`config.mk`:
```
export PLATFORM = sky130hd
export DESIGN_NAME = acl_l4_match_and_action
export DESIGN_NICKNAME = d
export VERILOG_FILES = /design/src/design/acl_pkg.sv /design/src/design/acl_l4_match_and_action.sv
export VERILOG_INCLUDE_DIRS = /design/src /design/src/design
export SDC_FILE = /design/constraint.sdc
export NUM_CORES = 1
export LEC_CHECK = 0
export ABC_AREA = 1
export BUFFER_PORTS_ARGS = -buffer_cell sky130_fd_sc_hd__clkbuf_2
export CORE_MARGIN = 2
export CORE_UTILIZATION = 62
export CTS_CLUSTER_DIAMETER = 150
export DETAILED_ROUTE_END_ITERATION = 10
export GPL_TIMING_DRIVEN = 1
export PLACE_DENSITY = 0.86
export SETUP_SLACK_MARGIN = 0.4
export SLEW_MARGIN = 30
export SYNTH_ARGS = -nofsm -noshare
export SYNTH_HDL_FRONTEND = slang
export SYNTH_SLANG_ARGS = --single-unit
```
`constraint.sdc`:
```
create_clock -name ref_clk_i -period 9 [get_ports ref_clk_i]
set_clock_uncertainty 0.05 [all_clocks]
set_input_delay 0 -clock ref_clk_i [delete_from_list [all_inputs] [get_ports ref_clk_i]]
set_output_delay 0 -clock ref_clk_i [all_outputs]
set_load 0.02 [all_outputs]
```
`src/design/acl_params.svh`:
```
// Constants for the layer-4 access-control match and action block.
`ifndef ACL_PARAMS_SVH
`define ACL_PARAMS_SVH

// ------------------------------------------------------------------
// Register offsets.
// ------------------------------------------------------------------
`define ACL_OFS_CFG       8'h00
`define ACL_OFS_BOUND     8'h04
`define ACL_OFS_TCPF      8'h08
`define ACL_OFS_ACT       8'h0c
`define ACL_OFS_EGRESS    8'h10
`define ACL_OFS_STATUS    8'h14

// ------------------------------------------------------------------
// Field positions (least significant bit of each field).
// ------------------------------------------------------------------
`define ACL_CFG_LAYER     0
`define ACL_CFG_CMP       2
`define ACL_CFG_SIDE      4
`define ACL_CFG_POL       5
`define ACL_CFG_PRC       6
`define ACL_CFG_TCPEN     8
`define ACL_BOUND_LO      0
`define ACL_BOUND_HI      16
`define ACL_TCPF_PROTO    0
`define ACL_TCPF_FLAG     8
`define ACL_TCPF_MASK     16
`define ACL_ACT_MERGE     0
`define ACL_ACT_REMARK    2
`define ACL_ACT_RMK_EN    5
`define ACL_ACT_PRIO      6
`define ACL_ACT_OVR_MODE  9
`define ACL_ACT_TICK      11
`define ACL_ACT_ALG       12
`define ACL_STAT_ARMED    16
`define ACL_STAT_MATCH    17

// ------------------------------------------------------------------
// Reset values and protocol numbers.
// ------------------------------------------------------------------
`define ACL_REG_RST       32'h0000_0000
`define ACL_PROTO_TCP     8'h06
`define ACL_PROTO_UDP     8'h11

// ------------------------------------------------------------------
// Timing.
// ------------------------------------------------------------------
`define ACL_CLK_MHZ       25
`define ACL_TICK_US       1
`define ACL_US_PER_MS     1000

`endif

```
`src/design/acl_pkg.sv`:
```
// Types shared by the layer-4 access-control match and action block.
package acl_pkg;

	// Rule layer select encoding.
	typedef enum logic [1:0] {
		ACL_LAYER_OFF = 2'b00,
		ACL_LAYER_L2  = 2'b01,
		ACL_LAYER_L3  = 2'b10,
		ACL_LAYER_L4  = 2'b11
	} acl_layer_t;

	// Layer-4 compare select encoding.
	typedef enum logic [1:0] {
		ACL_CMP_PROTO = 2'b00,
		ACL_CMP_TCP   = 2'b01,
		ACL_CMP_UDP   = 2'b10,
		ACL_CMP_SEQ   = 2'b11
	} acl_cmp_t;

	// Port range compare encoding.
	typedef enum logic [1:0] {
		ACL_PRC_OFF    = 2'b00,
		ACL_PRC_EITHER = 2'b01,
		ACL_PRC_INSIDE = 2'b10,
		ACL_PRC_OUTSIDE = 2'b11
	} acl_prc_t;

	// Priority override mode encoding.
	typedef enum logic [1:0] {
		ACL_OVR_QOS   = 2'b00,
		ACL_OVR_ABOVE = 2'b01,
		ACL_OVR_BELOW = 2'b10,
		ACL_OVR_FORCE = 2'b11
	} acl_ovr_t;

	// Forward map merge encoding.
	typedef enum logic [1:0] {
		ACL_MERGE_KEEP    = 2'b00,
		ACL_MERGE_OR      = 2'b01,
		ACL_MERGE_AND     = 2'b10,
		ACL_MERGE_REPLACE = 2'b11
	} acl_merge_t;

endpackage : acl_pkg

```
`src/design/acl_l4_match_and_action.sv`:
```
// Layer-4 rule evaluation, rule actions and count mode for one switch port.
`timescale 1ns/1ns
`include "acl_params.svh"

// Functional notes
// - Layer select: off, L2/count, L3, L4.
// - L4 compare: protocol, TCP port, UDP port, sequence.
// - Side bit picks destination or source field.
// - Polarity picks equal or not-equal as true.
// - Bounds hold two ports or one sequence.
// - Range 00 off, 01 equals either bound.
// - Range 10 inside, 11 outside bounds.
// - Protocol byte compared with stored value.
// - Flag enable adds flag compare to result.
// - Ignore mask skips flag bits set one.
// - Priority 00 keeps QoS, 11 forces override.
// - Priority 01 if higher, 10 if lower.
// - Remark enable replaces VLAN PCP bits.
// - Merge 00 keeps map, 01 ORs mask.
// - Merge 10 ANDs mask, 11 replaces map.
// - Mask bit n steers port n+1.
// - Tick base is microsecond or millisecond.
// - Timeout down-counter interrupts on expiry.
// - Packet up-counter interrupts at terminal count.
// - Count mode uses action fields as count.
// - Only count mode raises the port interrupt.
module acl_l4_match_and_action
	import acl_pkg::*;
#(
	parameter int NUM_PORTS = 7,
	parameter int US_PER_MS = `ACL_US_PER_MS
) (
	input  wire logic                 ref_clk_i,
	input  wire logic                 rst_b_i,
	input  wire logic [7:0]           reg_addr_i,
	input  wire logic [31:0]          reg_wdata_i,
	input  wire logic                 reg_wr_i,
	input  wire logic                 reg_rd_i,
	output logic      [31:0]          reg_rdata_o,
	input  wire logic                 pkt_valid_i,
	input  wire logic                 pkt_l2_hit_i,
	input  wire logic [7:0]           pkt_ip_proto_i,
	input  wire logic [15:0]          pkt_src_port_i,
	input  wire logic [15:0]          pkt_dst_port_i,
	input  wire logic [31:0]          pkt_tcp_seq_i,
	input  wire logic [7:0]           pkt_tcp_flags_i,
	input  wire logic [2:0]           pkt_qos_prio_i,
	input  wire logic [2:0]           pkt_pcp_i,
	input  wire logic [NUM_PORTS-1:0] pkt_fwd_map_i,
	output logic                      res_valid_o,
	output logic                      res_match_o,
	output logic      [2:0]           res_prio_o,
	output logic      [2:0]           res_pcp_o,
	output logic      [NUM_PORTS-1:0] res_fwd_map_o,
	output logic                      count_irq_o
);

	// ------------------------------------------------------------------
	// Timing constants.
	// ------------------------------------------------------------------
	localparam int US_CYC = `ACL_CLK_MHZ * `ACL_TICK_US;  // Cycles per microsecond.
	localparam int US_W   = $clog2(US_CYC + 1);          // Width of the cycle counter.
	localparam int MS_W   = $clog2(US_PER_MS + 1);       // Width of the microsecond counter.

	// ------------------------------------------------------------------
	// Registers and decoded fields.
	// ------------------------------------------------------------------
	logic [31:0]          cfg_reg;          // Rule selects and compare options.
	logic [31:0]          bound_reg;        // Port bounds or sequence number.
	logic [31:0]          tcpf_reg;         // Protocol, flag value and ignore mask.
	logic [31:0]          act_reg;          // Action fields, tick base, algorithm.
	logic [NUM_PORTS-1:0] egress_mask_reg;  // Egress port mask.
	acl_layer_t           layer;            // Rule layer select.
	acl_cmp_t             cmp_sel;          // Compare select.
	acl_prc_t             prc;              // Port range compare.
	acl_ovr_t             ovr_mode;         // Priority override mode.
	acl_merge_t           merge_mode;       // Forward map merge.
	logic                 side;             // Source when set.
	logic                 pol;              // Equal is true when set.
	logic                 tcp_en;           // Flag compare enable.
	logic [7:0]           proto_val;        // Stored protocol value.
	logic [7:0]           flag_val;         // Stored flag value.
	logic [7:0]           flag_mask;        // Flag ignore mask.
	logic [2:0]           ovr_prio;         // Override priority.
	logic [2:0]           remark_value;     // Remark priority.
	logic                 remark_en;        // Remark enable.
	logic                 tick_base_select; // Millisecond base when set.
	logic                 counter_algorithm; // Packet count when set.
	logic [10:0]          count_value;      // Count mode value.
	logic                 count_mode;       // Rule is in count mode.

	assign layer             = acl_layer_t'(cfg_reg[`ACL_CFG_LAYER +: 2]);
	assign cmp_sel           = acl_cmp_t'(cfg_reg[`ACL_CFG_CMP +: 2]);
	assign side              = cfg_reg[`ACL_CFG_SIDE];
	assign pol               = cfg_reg[`ACL_CFG_POL];
	assign prc               = acl_prc_t'(cfg_reg[`ACL_CFG_PRC +: 2]);
	assign tcp_en            = cfg_reg[`ACL_CFG_TCPEN];
	assign proto_val         = tcpf_reg[`ACL_TCPF_PROTO +: 8];
	assign flag_val          = tcpf_reg[`ACL_TCPF_FLAG +: 8];
	assign flag_mask         = tcpf_reg[`ACL_TCPF_MASK +: 8];
	assign merge_mode        = acl_merge_t'(act_reg[`ACL_ACT_MERGE +: 2]);
	assign remark_value      = act_reg[`ACL_ACT_REMARK +: 3];
	assign remark_en         = act_reg[`ACL_ACT_RMK_EN];
	assign ovr_prio          = act_reg[`ACL_ACT_PRIO +: 3];
	assign ovr_mode          = acl_ovr_t'(act_reg[`ACL_ACT_OVR_MODE +: 2]);
	assign tick_base_select  = act_reg[`ACL_ACT_TICK];
	assign counter_algorithm = act_reg[`ACL_ACT_ALG];
	// The action fields, taken together from priority mode down, form the count.
	assign count_value = act_reg[`ACL_ACT_MERGE +: 11];
	assign count_mode  = (layer == ACL_LAYER_L2) && (cmp_sel == ACL_CMP_PROTO);

	// ------------------------------------------------------------------
	// Register writes.
	// ------------------------------------------------------------------
	// Config, bound, flag and action offsets store the full word, egress keeps NUM_PORTS bits; other writes are dropped.
	always_ff @(posedge ref_clk_i or negedge rst_b_i) begin
		if (!rst_b_i) begin
			cfg_reg         <= `ACL_REG_RST;
			bound_reg       <= `ACL_REG_RST;
			tcpf_reg        <= `ACL_REG_RST;
			act_reg         <= `ACL_REG_RST;
			egress_mask_reg <= '0;
		end else if (reg_wr_i) begin
			case (reg_addr_i)
				`ACL_OFS_CFG:    cfg_reg         <= reg_wdata_i;
				`ACL_OFS_BOUND:  bound_reg       <= reg_wdata_i;
				`ACL_OFS_TCPF:   tcpf_reg        <= reg_wdata_i;
				`ACL_OFS_ACT:    act_reg         <= reg_wdata_i;
				`ACL_OFS_EGRESS: egress_mask_reg <= reg_wdata_i[NUM_PORTS-1:0];
				default:         cfg_reg         <= cfg_reg;
			endcase
		end
	end

	// ------------------------------------------------------------------
	// Rule evaluation.
	// ------------------------------------------------------------------
	logic [15:0] sel_port;   // Packet port picked by the side bit.
	logic        port_hit;   // Port range compare result.
	logic        type_ok;    // Packet carries the compared protocol.
	logic        field_hit;  // Selected field matches stored value or port range.
	logic        flags_ok;   // Flag compare passes or is off.
	logic        rule_hit;   // Rule result true.

	// Combines field compare, polarity and flag compare into one result.
	always_comb begin
		sel_port = side ? pkt_src_port_i : pkt_dst_port_i;
		case (prc)
			ACL_PRC_OFF:    port_hit = 1'b1;
			ACL_PRC_EITHER: port_hit = (sel_port == bound_reg[`ACL_BOUND_HI +: 16]) ||
			                           (sel_port == bound_reg[`ACL_BOUND_LO +: 16]);
			ACL_PRC_INSIDE: port_hit = (sel_port >= bound_reg[`ACL_BOUND_LO +: 16]) &&
			                           (sel_port <= bound_reg[`ACL_BOUND_HI +: 16]);
			default:        port_hit = (sel_port < bound_reg[`ACL_BOUND_LO +: 16]) ||
			                           (sel_port > bound_reg[`ACL_BOUND_HI +: 16]);
		endcase
		case (cmp_sel)
			ACL_CMP_PROTO: begin
				type_ok   = 1'b1;
				field_hit = (pkt_ip_proto_i == proto_val);
			end
			ACL_CMP_TCP: begin
				type_ok   = (pkt_ip_proto_i == `ACL_PROTO_TCP);
				field_hit = port_hit;
			end
			ACL_CMP_UDP: begin
				type_ok   = (pkt_ip_proto_i == `ACL_PROTO_UDP);
				field_hit = port_hit;
			end
			default: begin
				type_ok   = (pkt_ip_proto_i == `ACL_PROTO_TCP);
				field_hit = (pkt_tcp_seq_i == bound_reg);
			end
		endcase
		// Masked bits are forced equal so they never spoil the compare.
		flags_ok = !tcp_en || ((pkt_ip_proto_i == `ACL_PROTO_TCP) &&
		           (((pkt_tcp_flags_i ^ flag_val) & ~flag_mask) == 8'h00));
		// Only layer-4 rules match here; off, layer-2 and layer-3 never do.
		rule_hit = (layer == ACL_LAYER_L4) && type_ok &&
		           (pol ? field_hit : !field_hit) && flags_ok;
	end

	// ------------------------------------------------------------------
	// Actions.
	// ------------------------------------------------------------------
	logic [2:0]           prio_next;  // Priority after override.
	logic [2:0]           pcp_next;   // PCP after remark.
	logic [NUM_PORTS-1:0] fwd_next;   // Forwarding map after merge.

	// Applies override, remark and merge only on a true rule result.
	always_comb begin
		prio_next = pkt_qos_prio_i;
		pcp_next  = pkt_pcp_i;
		fwd_next  = pkt_fwd_map_i;
		if (rule_hit) begin
			case (ovr_mode)
				ACL_OVR_QOS:   prio_next = pkt_qos_prio_i;
				ACL_OVR_ABOVE: if (ovr_prio > pkt_qos_prio_i) prio_next = ovr_prio;
				ACL_OVR_BELOW: if (ovr_prio < pkt_qos_prio_i) prio_next = ovr_prio;
				default:      prio_next = ovr_prio;
			endcase
			if (remark_en) begin
				pcp_next = remark_value;
			end
			// Mask bit n lines up with map bit n, which is port n+1.
			case (merge_mode)
				ACL_MERGE_KEEP: fwd_next = pkt_fwd_map_i;
				ACL_MERGE_OR:   fwd_next = pkt_fwd_map_i | egress_mask_reg;
				ACL_MERGE_AND:  fwd_next = pkt_fwd_map_i & egress_mask_reg;
				default:     fwd_next = egress_mask_reg;
			endcase
		end
	end

	// Registers the per-packet result one cycle after the packet.
	always_ff @(posedge ref_clk_i or negedge rst_b_i) begin
		if (!rst_b_i) begin
			res_valid_o   <= 1'b0;
			res_match_o   <= 1'b0;
			res_prio_o    <= 3'h0;
			res_pcp_o     <= 3'h0;
			res_fwd_map_o <= '0;
		end else begin
			res_valid_o   <= pkt_valid_i;
			res_match_o   <= pkt_valid_i && rule_hit;
			res_prio_o    <= prio_next;
			res_pcp_o     <= pcp_next;
			res_fwd_map_o <= fwd_next;
		end
	end

	// ------------------------------------------------------------------
	// Time base.
	// ------------------------------------------------------------------
	logic [US_W-1:0] us_cnt_reg;  // Cycle counter within a microsecond.
	logic [MS_W-1:0] ms_cnt_reg;  // Microsecond counter within a millisecond.
	logic            us_tick;     // One-cycle pulse each microsecond.
	logic            ms_tick;     // One-cycle pulse each millisecond.
	logic            unit_tick;   // Selected count unit.

	assign us_tick   = (us_cnt_reg == US_W'(US_CYC - 1));
	assign ms_tick   = us_tick && (ms_cnt_reg == MS_W'(US_PER_MS - 1));
	assign unit_tick = tick_base_select ? ms_tick : us_tick;

	// Free-running dividers; the tick is only consumed in timeout mode.
	always_ff @(posedge ref_clk_i or negedge rst_b_i) begin
		if (!rst_b_i) begin
			us_cnt_reg <= '0;
			ms_cnt_reg <= '0;
		end else begin
			us_cnt_reg <= us_tick ? '0 : us_cnt_reg + US_W'(1);
			if (ms_tick) begin
				ms_cnt_reg <= '0;
			end else if (us_tick) begin
				ms_cnt_reg <= ms_cnt_reg + MS_W'(1);
			end
		end
	end

	// ------------------------------------------------------------------
	// Count mode.
	// ------------------------------------------------------------------
	logic [10:0] cnt_reg;    // Down or up counter.
	logic        armed_reg;  // Timeout running.
	logic        qualify;    // Qualifying packet in count mode.

	assign qualify = pkt_valid_i && count_mode && pkt_l2_hit_i;

	// Timeout mode reloads on each qualifying packet; packet mode counts to the value.
	always_ff @(posedge ref_clk_i or negedge rst_b_i) begin
		if (!rst_b_i) begin
			cnt_reg     <= 11'h000;
			armed_reg   <= 1'b0;
			count_irq_o <= 1'b0;
		end else begin
			count_irq_o <= 1'b0;
			if (!count_mode) begin
				// Filtering modes never raise the interrupt.
				cnt_reg   <= 11'h000;
				armed_reg <= 1'b0;
			end else if (!counter_algorithm) begin
				if (qualify) begin
					cnt_reg   <= count_value;
					armed_reg <= 1'b1;
				end else if (armed_reg && unit_tick) begin
					if (cnt_reg <= 11'h001) begin
						cnt_reg     <= 11'h000;
						armed_reg   <= 1'b0;
						count_irq_o <= 1'b1;
					end else begin
						cnt_reg <= cnt_reg - 11'h001;
					end
				end
			end else if (qualify) begin
				armed_reg <= 1'b0;
				if (cnt_reg + 11'h001 == count_value) begin
					cnt_reg     <= 11'h000;
					count_irq_o <= 1'b1;
				end else begin
					cnt_reg <= cnt_reg + 11'h001;
				end
			end
		end
	end

	// ------------------------------------------------------------------
	// Register reads.
	// ------------------------------------------------------------------
	// Read data stand only in the cycle after the strobe; otherwise zero.
	always_ff @(posedge ref_clk_i or negedge rst_b_i) begin
		if (!rst_b_i) begin
			reg_rdata_o <= `ACL_REG_RST;
		end else if (reg_rd_i) begin
			case (reg_addr_i)
				`ACL_OFS_CFG:    reg_rdata_o <= cfg_reg;
				`ACL_OFS_BOUND:  reg_rdata_o <= bound_reg;
				`ACL_OFS_TCPF:   reg_rdata_o <= tcpf_reg;
				`ACL_OFS_ACT:    reg_rdata_o <= act_reg;
				`ACL_OFS_EGRESS: reg_rdata_o <= 32'(egress_mask_reg);
				`ACL_OFS_STATUS: begin
					reg_rdata_o                  <= 32'(cnt_reg);
					reg_rdata_o[`ACL_STAT_ARMED] <= armed_reg;
					reg_rdata_o[`ACL_STAT_MATCH] <= res_match_o;
				end
				default:         reg_rdata_o <= `ACL_REG_RST;
			endcase
		end else begin
			reg_rdata_o <= `ACL_REG_RST;
		end
	end
endmodule : acl_l4_match_and_action

```
# Yosys cells after proc, flatten, opt, wreduce, memory -nomap -nowiden
# Index checks and enable logic that the tools add are counted.
[totals]
reg_bits = 210
input_bits = 139
out_inout_bits = 48
[op_classes]
n_addsub = 4
magnitude_cmp = 7
n_eq_ne = 27
muxes = 39
bitwise_logic = 5
n_reduce_logical = 31
[ops]
columns = ["op", "n"]
rows = [
  ["$pmux W32 S6", 1],
  ["$mux W11", 7],
  ["$eq A16 B16 Y1", 2],
  ["$eq A32 B32 Y1", 1],
  ["$mux W32", 1],
  ["$eq A8 B5 Y1 const B", 3],
  ["$pmux W7 S3", 1],
  ["$mux W10", 2],
  ["$eq A8 B3 Y1 const B", 2],
  ["$eq A8 B4 Y1 const B", 2],
  ["$ge A16 B16 Y1", 1],
  ["$gt A16 B16 Y1", 1],
  ["$le A16 B16 Y1", 1],
  ["$logic_not A8 Y1", 2],
  ["$lt A16 B16 Y1", 1],
  ["$mux W16", 1],
  ["$mux W1", 15],
  ["$mux W3", 5],
  ["$reduce_and A2 Y1", 6],
  ["$add A11 B1 Y11 const B", 1],
  ["$eq A11 B11 Y1", 1],
  ["$le A11 B1 Y1 const B", 1],
  ["$logic_and A1 B1 Y1", 11],
  ["$sub A11 B1 Y11 const B", 1],
  ["other kinds (27)", 43],
]

# Depth between registers and ports, before layout
[logic_depth]
depth_word = 10
ltp_mapped = 26

# Least setup slack after synthesis
# OpenSTA, ideal clock, no wires.
[synth_timing]
path_kind = "register to register"
startpoint = "register cfg_reg[4]"
endpoint = "register res_fwd_map_o[1]"
arrival_time_ps = 2679
setup_slack_ps = 6154
stages_incl_launch_ff = 25
path_buffers = 3
period_less_slack_ps = 2846
path_cell_list = "dfrtp_1 -> clkbuf_1 -> inv_1 -> clkbuf_1 -> nand2_1 -> nand2_1 -> ha_1 -> nand2_1 -> inv_1 -> nand3_1 -> nor3_2 -> nand3_1 -> nand2_1 -> nand2_1 -> nand2_1 -> nand2_1 -> nand2_1 -> nand2_1 -> nand2_1 -> nand2_1 -> nand3_1 -> nand3_2 -> buf_4 -> nand2_1 -> nand2_1"
[synth_via]
elab_chain_len = 10
word_cells_on_any_way = 17
[synth_rtl]
columns = ["element", "line", "text"]
rows = [
  ["from (decl)", "acl_l4_match_and_action.sv:68", "logic [31:0] cfg_reg;"],
  ["from (signal assigned)", "acl_l4_match_and_action.sv:118", "cfg_reg <= `ACL_REG_RST;"],
  ["from (signal assigned)", "acl_l4_match_and_action.sv:125", "`ACL_OFS_CFG: cfg_reg <= reg_wdata_i;"],
  ["from (signal assigned)", "acl_l4_match_and_action.sv:130", "default: cfg_reg <= cfg_reg;"],
  ["$mux W16 *", "acl_l4_match_and_action.sv:147", "sel_port = side ? pkt_src_port_i : pkt_dst_port_i;"],
  ["$lt A16 B16 Y1, or another cell as far along", "acl_l4_match_and_action.sv:154", "default: port_hit = (sel_port < bound_reg[`ACL_BOUND_LO +: 16]) ||"],
  ["$logic_or A1 B1 Y1, or another cell as far along", "acl_l4_match_and_action.sv:154", ""],
  ["$pmux W1 S3 *", "acl_l4_match_and_action.sv:148", "case (prc)"],
  ["$pmux W1 S2 *", "acl_l4_match_and_action.sv:157", "case (cmp_sel)"],
  ["$logic_not A1 Y1", "acl_l4_match_and_action.sv:180", "(pol ? field_hit : !field_hit) && flags_ok;"],
  ["$mux W1 *", "acl_l4_match_and_action.sv:180", ""],
  ["$logic_and A1 B1 Y1 *", "acl_l4_match_and_action.sv:179", "rule_hit = (layer == ACL_LAYER_L4) && type_ok &&"],
  ["$logic_and A1 B1 Y1 *", "acl_l4_match_and_action.sv:180", ""],
  ["$mux W7 *", "acl_l4_match_and_action.sv:195", "if (rule_hit) begin"],
  ["named net fwd_next[1]", "acl_l4_match_and_action.sv:188", "logic [NUM_PORTS-1:0] fwd_next;"],
  ["to (signal assigned)", "acl_l4_match_and_action.sv:228", "res_fwd_map_o <= fwd_next;"],
  ["to (decl)", "acl_l4_match_and_action.sv:54", "output logic [NUM_PORTS-1:0] res_fwd_map_o,"],
]
# The timed path passes the listed nets; every way through them passes the cells marked *.
# A chain may end at the register's enable or synchronous reset.

# Worst setup path in the final report
[layout_timing]
startpoint = "register cfg_reg[4]"
endpoint = "register res_prio_o[0]"
[layout_via]
elab_chain_len = 10
word_cells_on_any_way = 17
[layout_rtl]
columns = ["element", "line", "text"]
rows = [
  ["$mux W16 *", "acl_l4_match_and_action.sv:147", ""],
  ["$lt A16 B16 Y1, or another cell as far along", "acl_l4_match_and_action.sv:154", ""],
  ["$logic_or A1 B1 Y1, or another cell as far along", "acl_l4_match_and_action.sv:154", ""],
  ["$pmux W1 S3 *", "acl_l4_match_and_action.sv:148", ""],
  ["$pmux W1 S2 *", "acl_l4_match_and_action.sv:157", ""],
  ["$logic_not A1 Y1", "acl_l4_match_and_action.sv:180", ""],
  ["$mux W1 *", "acl_l4_match_and_action.sv:180", ""],
  ["$logic_and A1 B1 Y1 *", "acl_l4_match_and_action.sv:179", ""],
  ["$logic_and A1 B1 Y1 *", "acl_l4_match_and_action.sv:180", ""],
  ["$mux W3 *", "acl_l4_match_and_action.sv:195", ""],
  ["named net prio_next[0]", "acl_l4_match_and_action.sv:186", "logic [2:0] prio_next;"],
  ["to (signal assigned)", "acl_l4_match_and_action.sv:226", "res_prio_o <= prio_next;"],
  ["to (decl)", "acl_l4_match_and_action.sv:52", "output logic [2:0] res_prio_o,"],
]
# Marks and branches as above.

==> run summary <==
Run status - finished, final reports clean
Number of global-route vias before repair - 10940
Detailed Place HPWL - 24480 um
Number of levels the H-tree was split into - 1
Core ar. - 0.01815 mm2
Top-area cell type share of the netlist area - 45.44%
Last weighted congestion value of the routability-driven placer - 0.9585
Final count of hold timing violations - 0
Type of the worst min-delay path - input port to flop
Number of synthesized flops with an enable pin - 0
Final total negative setup slack - 0 ps
Die width - 140.6 um
Worst EP required - 9350 ps
Largest net degree at the start of global routing - 112
Die Footprint - 0.01976 mm2
Routed wire per std cell - 18.46 um
Setup violations, final - 0
Maximum clock frequency - 0.2626 GHz
Num rows - 49
Critical path launch point - cfg_reg[4]
Count of unique library cells instantiated by Yosys - 50
N_diodes - 0
Number of iterations in the first detailed-routing pass - 6
Number of antenna-violating nets in the routed design - 0
Global-route usage over all layers - 36.29%
Final-layout fill cell count - 1287
Number of flip-flops and latches in the synthesized netlist - 210
Fraction of final layout cells sized beyond drive strength 1 - 15.31%
Area of the mapped netlist - 0.01156 mm2
TritonCTS Sinks - 210
Initial antenna violation count - 0
Worst rel slew slack - 41.16%
CTS resizes - 0
Post-synth net total - 1655
Clock tree from TritonCTS - yes
Buffers inserted by post-CTS timing repair - 0
Number of violations of the max-capacitance limit - 0
Crit path DAT - 4150 ps
Leakage power - 6.941 nW
Most frequently used flop master after synthesis - sky130_fd_sc_hd__dfrtp_1
CP Class - flop to flop
Hold buffers post-CTS - 49
Synthesis warning total - 0
Clock latency of the later-clocked register in the worst-skew pair - 520 ps
Endpoint kind of the worst setup timing path - flop
Maximum clock insertion buffer count - 3
Crit start category - flop
Mean Syn Cell Area - 7.857 um2
Num ports - 187
PnR Total Power - 0.002255 W
Number of input and output port buffers inserted - 186
Highest net fanout along the worst path - 18
Fin crit period - 3807 ps
Cell chosen for the clock root - sky130_fd_sc_hd__clkbuf_16
Residual DRC count - 0
Cell accounting for the most synthesized area - sky130_fd_sc_hd__dfrtp_1
Clock transition at the registers of the reported paths - 60 ps
Via count - 11340
Main area contributors after synthesis - sky130_fd_sc_hd__dfrtp_1 45%, sky130_fd_sc_hd__nand2_1 14%, sky130_fd_sc_hd__o21ai_0 8.0%, sky130_fd_sc_hd__inv_1 5.2%, sky130_fd_sc_hd__ha_1 4.8%
First-pass GRT wire length - 56520 um
Worst ir drop on vdd - 0.1733 mV
Number of buffers created by CTS - 22
Leftover overflow at the end of global routing - 0
Count of mapped cells out of synthesis - 1472
Worst flop-to-flop path startpoint - cfg_reg[4]
Final number of max-transition violations - 0
Violation count after the first detailed-routing iteration - 1210
Power per cell area - 161.9 mW/mm2
Die Ht - 140.6 um
Worst-margin pin slew - 879.3 ps
Unrepaired setup endpoints after global routing - false
Routed via count divided by cell count - 5.883
Detailed Route WL - 35570 um
List of most frequent post-synthesis cells - 439 x sky130_fd_sc_hd__nand2_1, 210 x sky130_fd_sc_hd__dfrtp_1, 186 x sky130_fd_sc_hd__o21ai_0
Worst hold path startpoint - reg_addr_i[4]
Final net count - 1867
Dominant cell by count in the synthesized netlist - sky130_fd_sc_hd__nand2_1
Initial standard-cell utilization of the core - 63.73%
Area overhead of the layout relative to synthesis - 20.47%
Sequential cell area fraction in the yosys report - 45.44%
Async S/R FF share, synth - 100.0%
Share of the clock period used by the worst path - 42.30%
-- metrics by stage --
| step | cells | hold slack [ps] | area (um2) | worst slack (ps) | utilization [%] |
|---|---|---|---|---|---|
| after global placement | 1838 | 96.85 | 12610 | 5454 | 69.48 |
| after detailed placement | 1838 | 100.1 | 12620 | 5270 | 69.53 |
| after floorplan | 1472 | -345.6 | 11560 | 6154 | - |
| after global routing | 1927 | 71.69 | 13930 | 4731 | 76.77 |
| final | 1927 | 44.34 | 13930 | 5193 | 76.77 |
| after CTS | 1925 | 18.60 | 13890 | 5260 | 76.57 |
-- area by class of cell --
type	instances	area (um2)	area share, %
well taps	229	286.5	2.057
multi-input cells	1036	5434	39.00
repair buffers	247	1543	11.07
clock buffers	30	610.6	4.383
flip-flops and latches	210	5255	37.72
clock inverters	8	176.4	1.266
inverters	167	626.9	4.499
-- worst max-delay path: stages, from the launching register on --
cell,delay [ps]
sky130_fd_sc_hd__dfrtp_1,660
sky130_fd_sc_hd__inv_1,410
sky130_fd_sc_hd__nand2_1,160
sky130_fd_sc_hd__nand2_1,90
sky130_fd_sc_hd__ha_1,300
sky130_fd_sc_hd__nand2_1,70
sky130_fd_sc_hd__inv_1,50
sky130_fd_sc_hd__nand3_1,90
sky130_fd_sc_hd__nor3_2,160
sky130_fd_sc_hd__nand3_1,140
sky130_fd_sc_hd__nand2_1,80
sky130_fd_sc_hd__nand2_1,50
sky130_fd_sc_hd__nand2_1,50
sky130_fd_sc_hd__nand2_1,50
sky130_fd_sc_hd__nand2_1,50
sky130_fd_sc_hd__nand2_1,50
sky130_fd_sc_hd__nand2_1,50
sky130_fd_sc_hd__nand2_1,120
sky130_fd_sc_hd__nand3_1,390
sky130_fd_sc_hd__nand3_2,370
sky130_fd_sc_hd__nand2_1,170
sky130_fd_sc_hd__nand2_1,60
-- cells in the final DEF (no fill, tap or decap), types with 5 or more instances in the layout --
cell / netlist / final
sky130_fd_sc_hd__a21oi_1: 47 / 47
sky130_fd_sc_hd__a221oi_1: 15 / 15
sky130_fd_sc_hd__a41oi_1: 5 / 5
sky130_fd_sc_hd__buf_4: 4 / 10
sky130_fd_sc_hd__bufinv_16: 0 / 5
sky130_fd_sc_hd__clkbuf_1: 42 / 5
sky130_fd_sc_hd__clkbuf_16: 0 / 22
sky130_fd_sc_hd__clkbuf_2: 0 / 185
sky130_fd_sc_hd__dfrtp_1: 210 / 210
sky130_fd_sc_hd__dlygate4sd3_1: 0 / 50
sky130_fd_sc_hd__ha_1: 44 / 44
sky130_fd_sc_hd__inv_1: 161 / 161
sky130_fd_sc_hd__nand2_1: 439 / 439
sky130_fd_sc_hd__nand3_1: 48 / 48
sky130_fd_sc_hd__nand4_1: 21 / 21
sky130_fd_sc_hd__nor2_1: 74 / 74
sky130_fd_sc_hd__nor2_2: 8 / 8
sky130_fd_sc_hd__nor3_1: 9 / 9
sky130_fd_sc_hd__nor3_2: 5 / 5
sky130_fd_sc_hd__nor4_1: 6 / 6
sky130_fd_sc_hd__o2111ai_1: 14 / 14
sky130_fd_sc_hd__o211ai_1: 11 / 11
sky130_fd_sc_hd__o21ai_0: 186 / 186
sky130_fd_sc_hd__o21ai_1: 10 / 10
sky130_fd_sc_hd__o22ai_1: 15 / 15
sky130_fd_sc_hd__xnor2_1: 16 / 16
sky130_fd_sc_hd__xor2_1: 29 / 29
-- power breakdown --
group	internal [W]	switching (W)	total [W]
Clock	0.000618	0.000380	0.000998
Sequential	0.000976	0.0000302	0.00101
Combinational	0.0000969	0.000153	0.000250
-- final timing paths --
path	to	slack (ps)	depth (start not counted)
hold / removal	reg_rdata_o[1]	40	5
hold reg to reg	ms_cnt_reg[9]	420	1
max in group asynchronous	egress_mask_reg[5]	7150	5
setup / recovery	res_prio_o[0]	5190	21
min in group asynchronous	cnt_reg[9]	460	3
setup reg to reg	res_prio_o[0]	5190	21
-- metal layers --
| layer | up-vias | global-route usage, % | part of all wire (%) |
|---|---|---|---|
| li1 | 5268 | - | - |
| met1 | 5311 | 47.92 | 39 |
| met2 | 648 | 60.11 | 47 |
| met3 | 110 | 6.997 | 10 |
| met4 | 0 | 13.79 | 3.7 |
| met5 | - | 0 | 0 |
-- cells by family (layout without fill, tap and decap cells) --
logic type	after synthesis	count (layout)	synth area share, %
muxes	1	1	0.08656
and+or+nand+nor	624	624	22.73
xor gates and xnor gates	46	46	3.549
adders and majority gates	44	44	4.760
AOI/OAI and AO/OA	321	321	15.78
DFF	210	210	45.44
buffers and inverters	226	452	7.649
(Power assumes the default switching activity.)
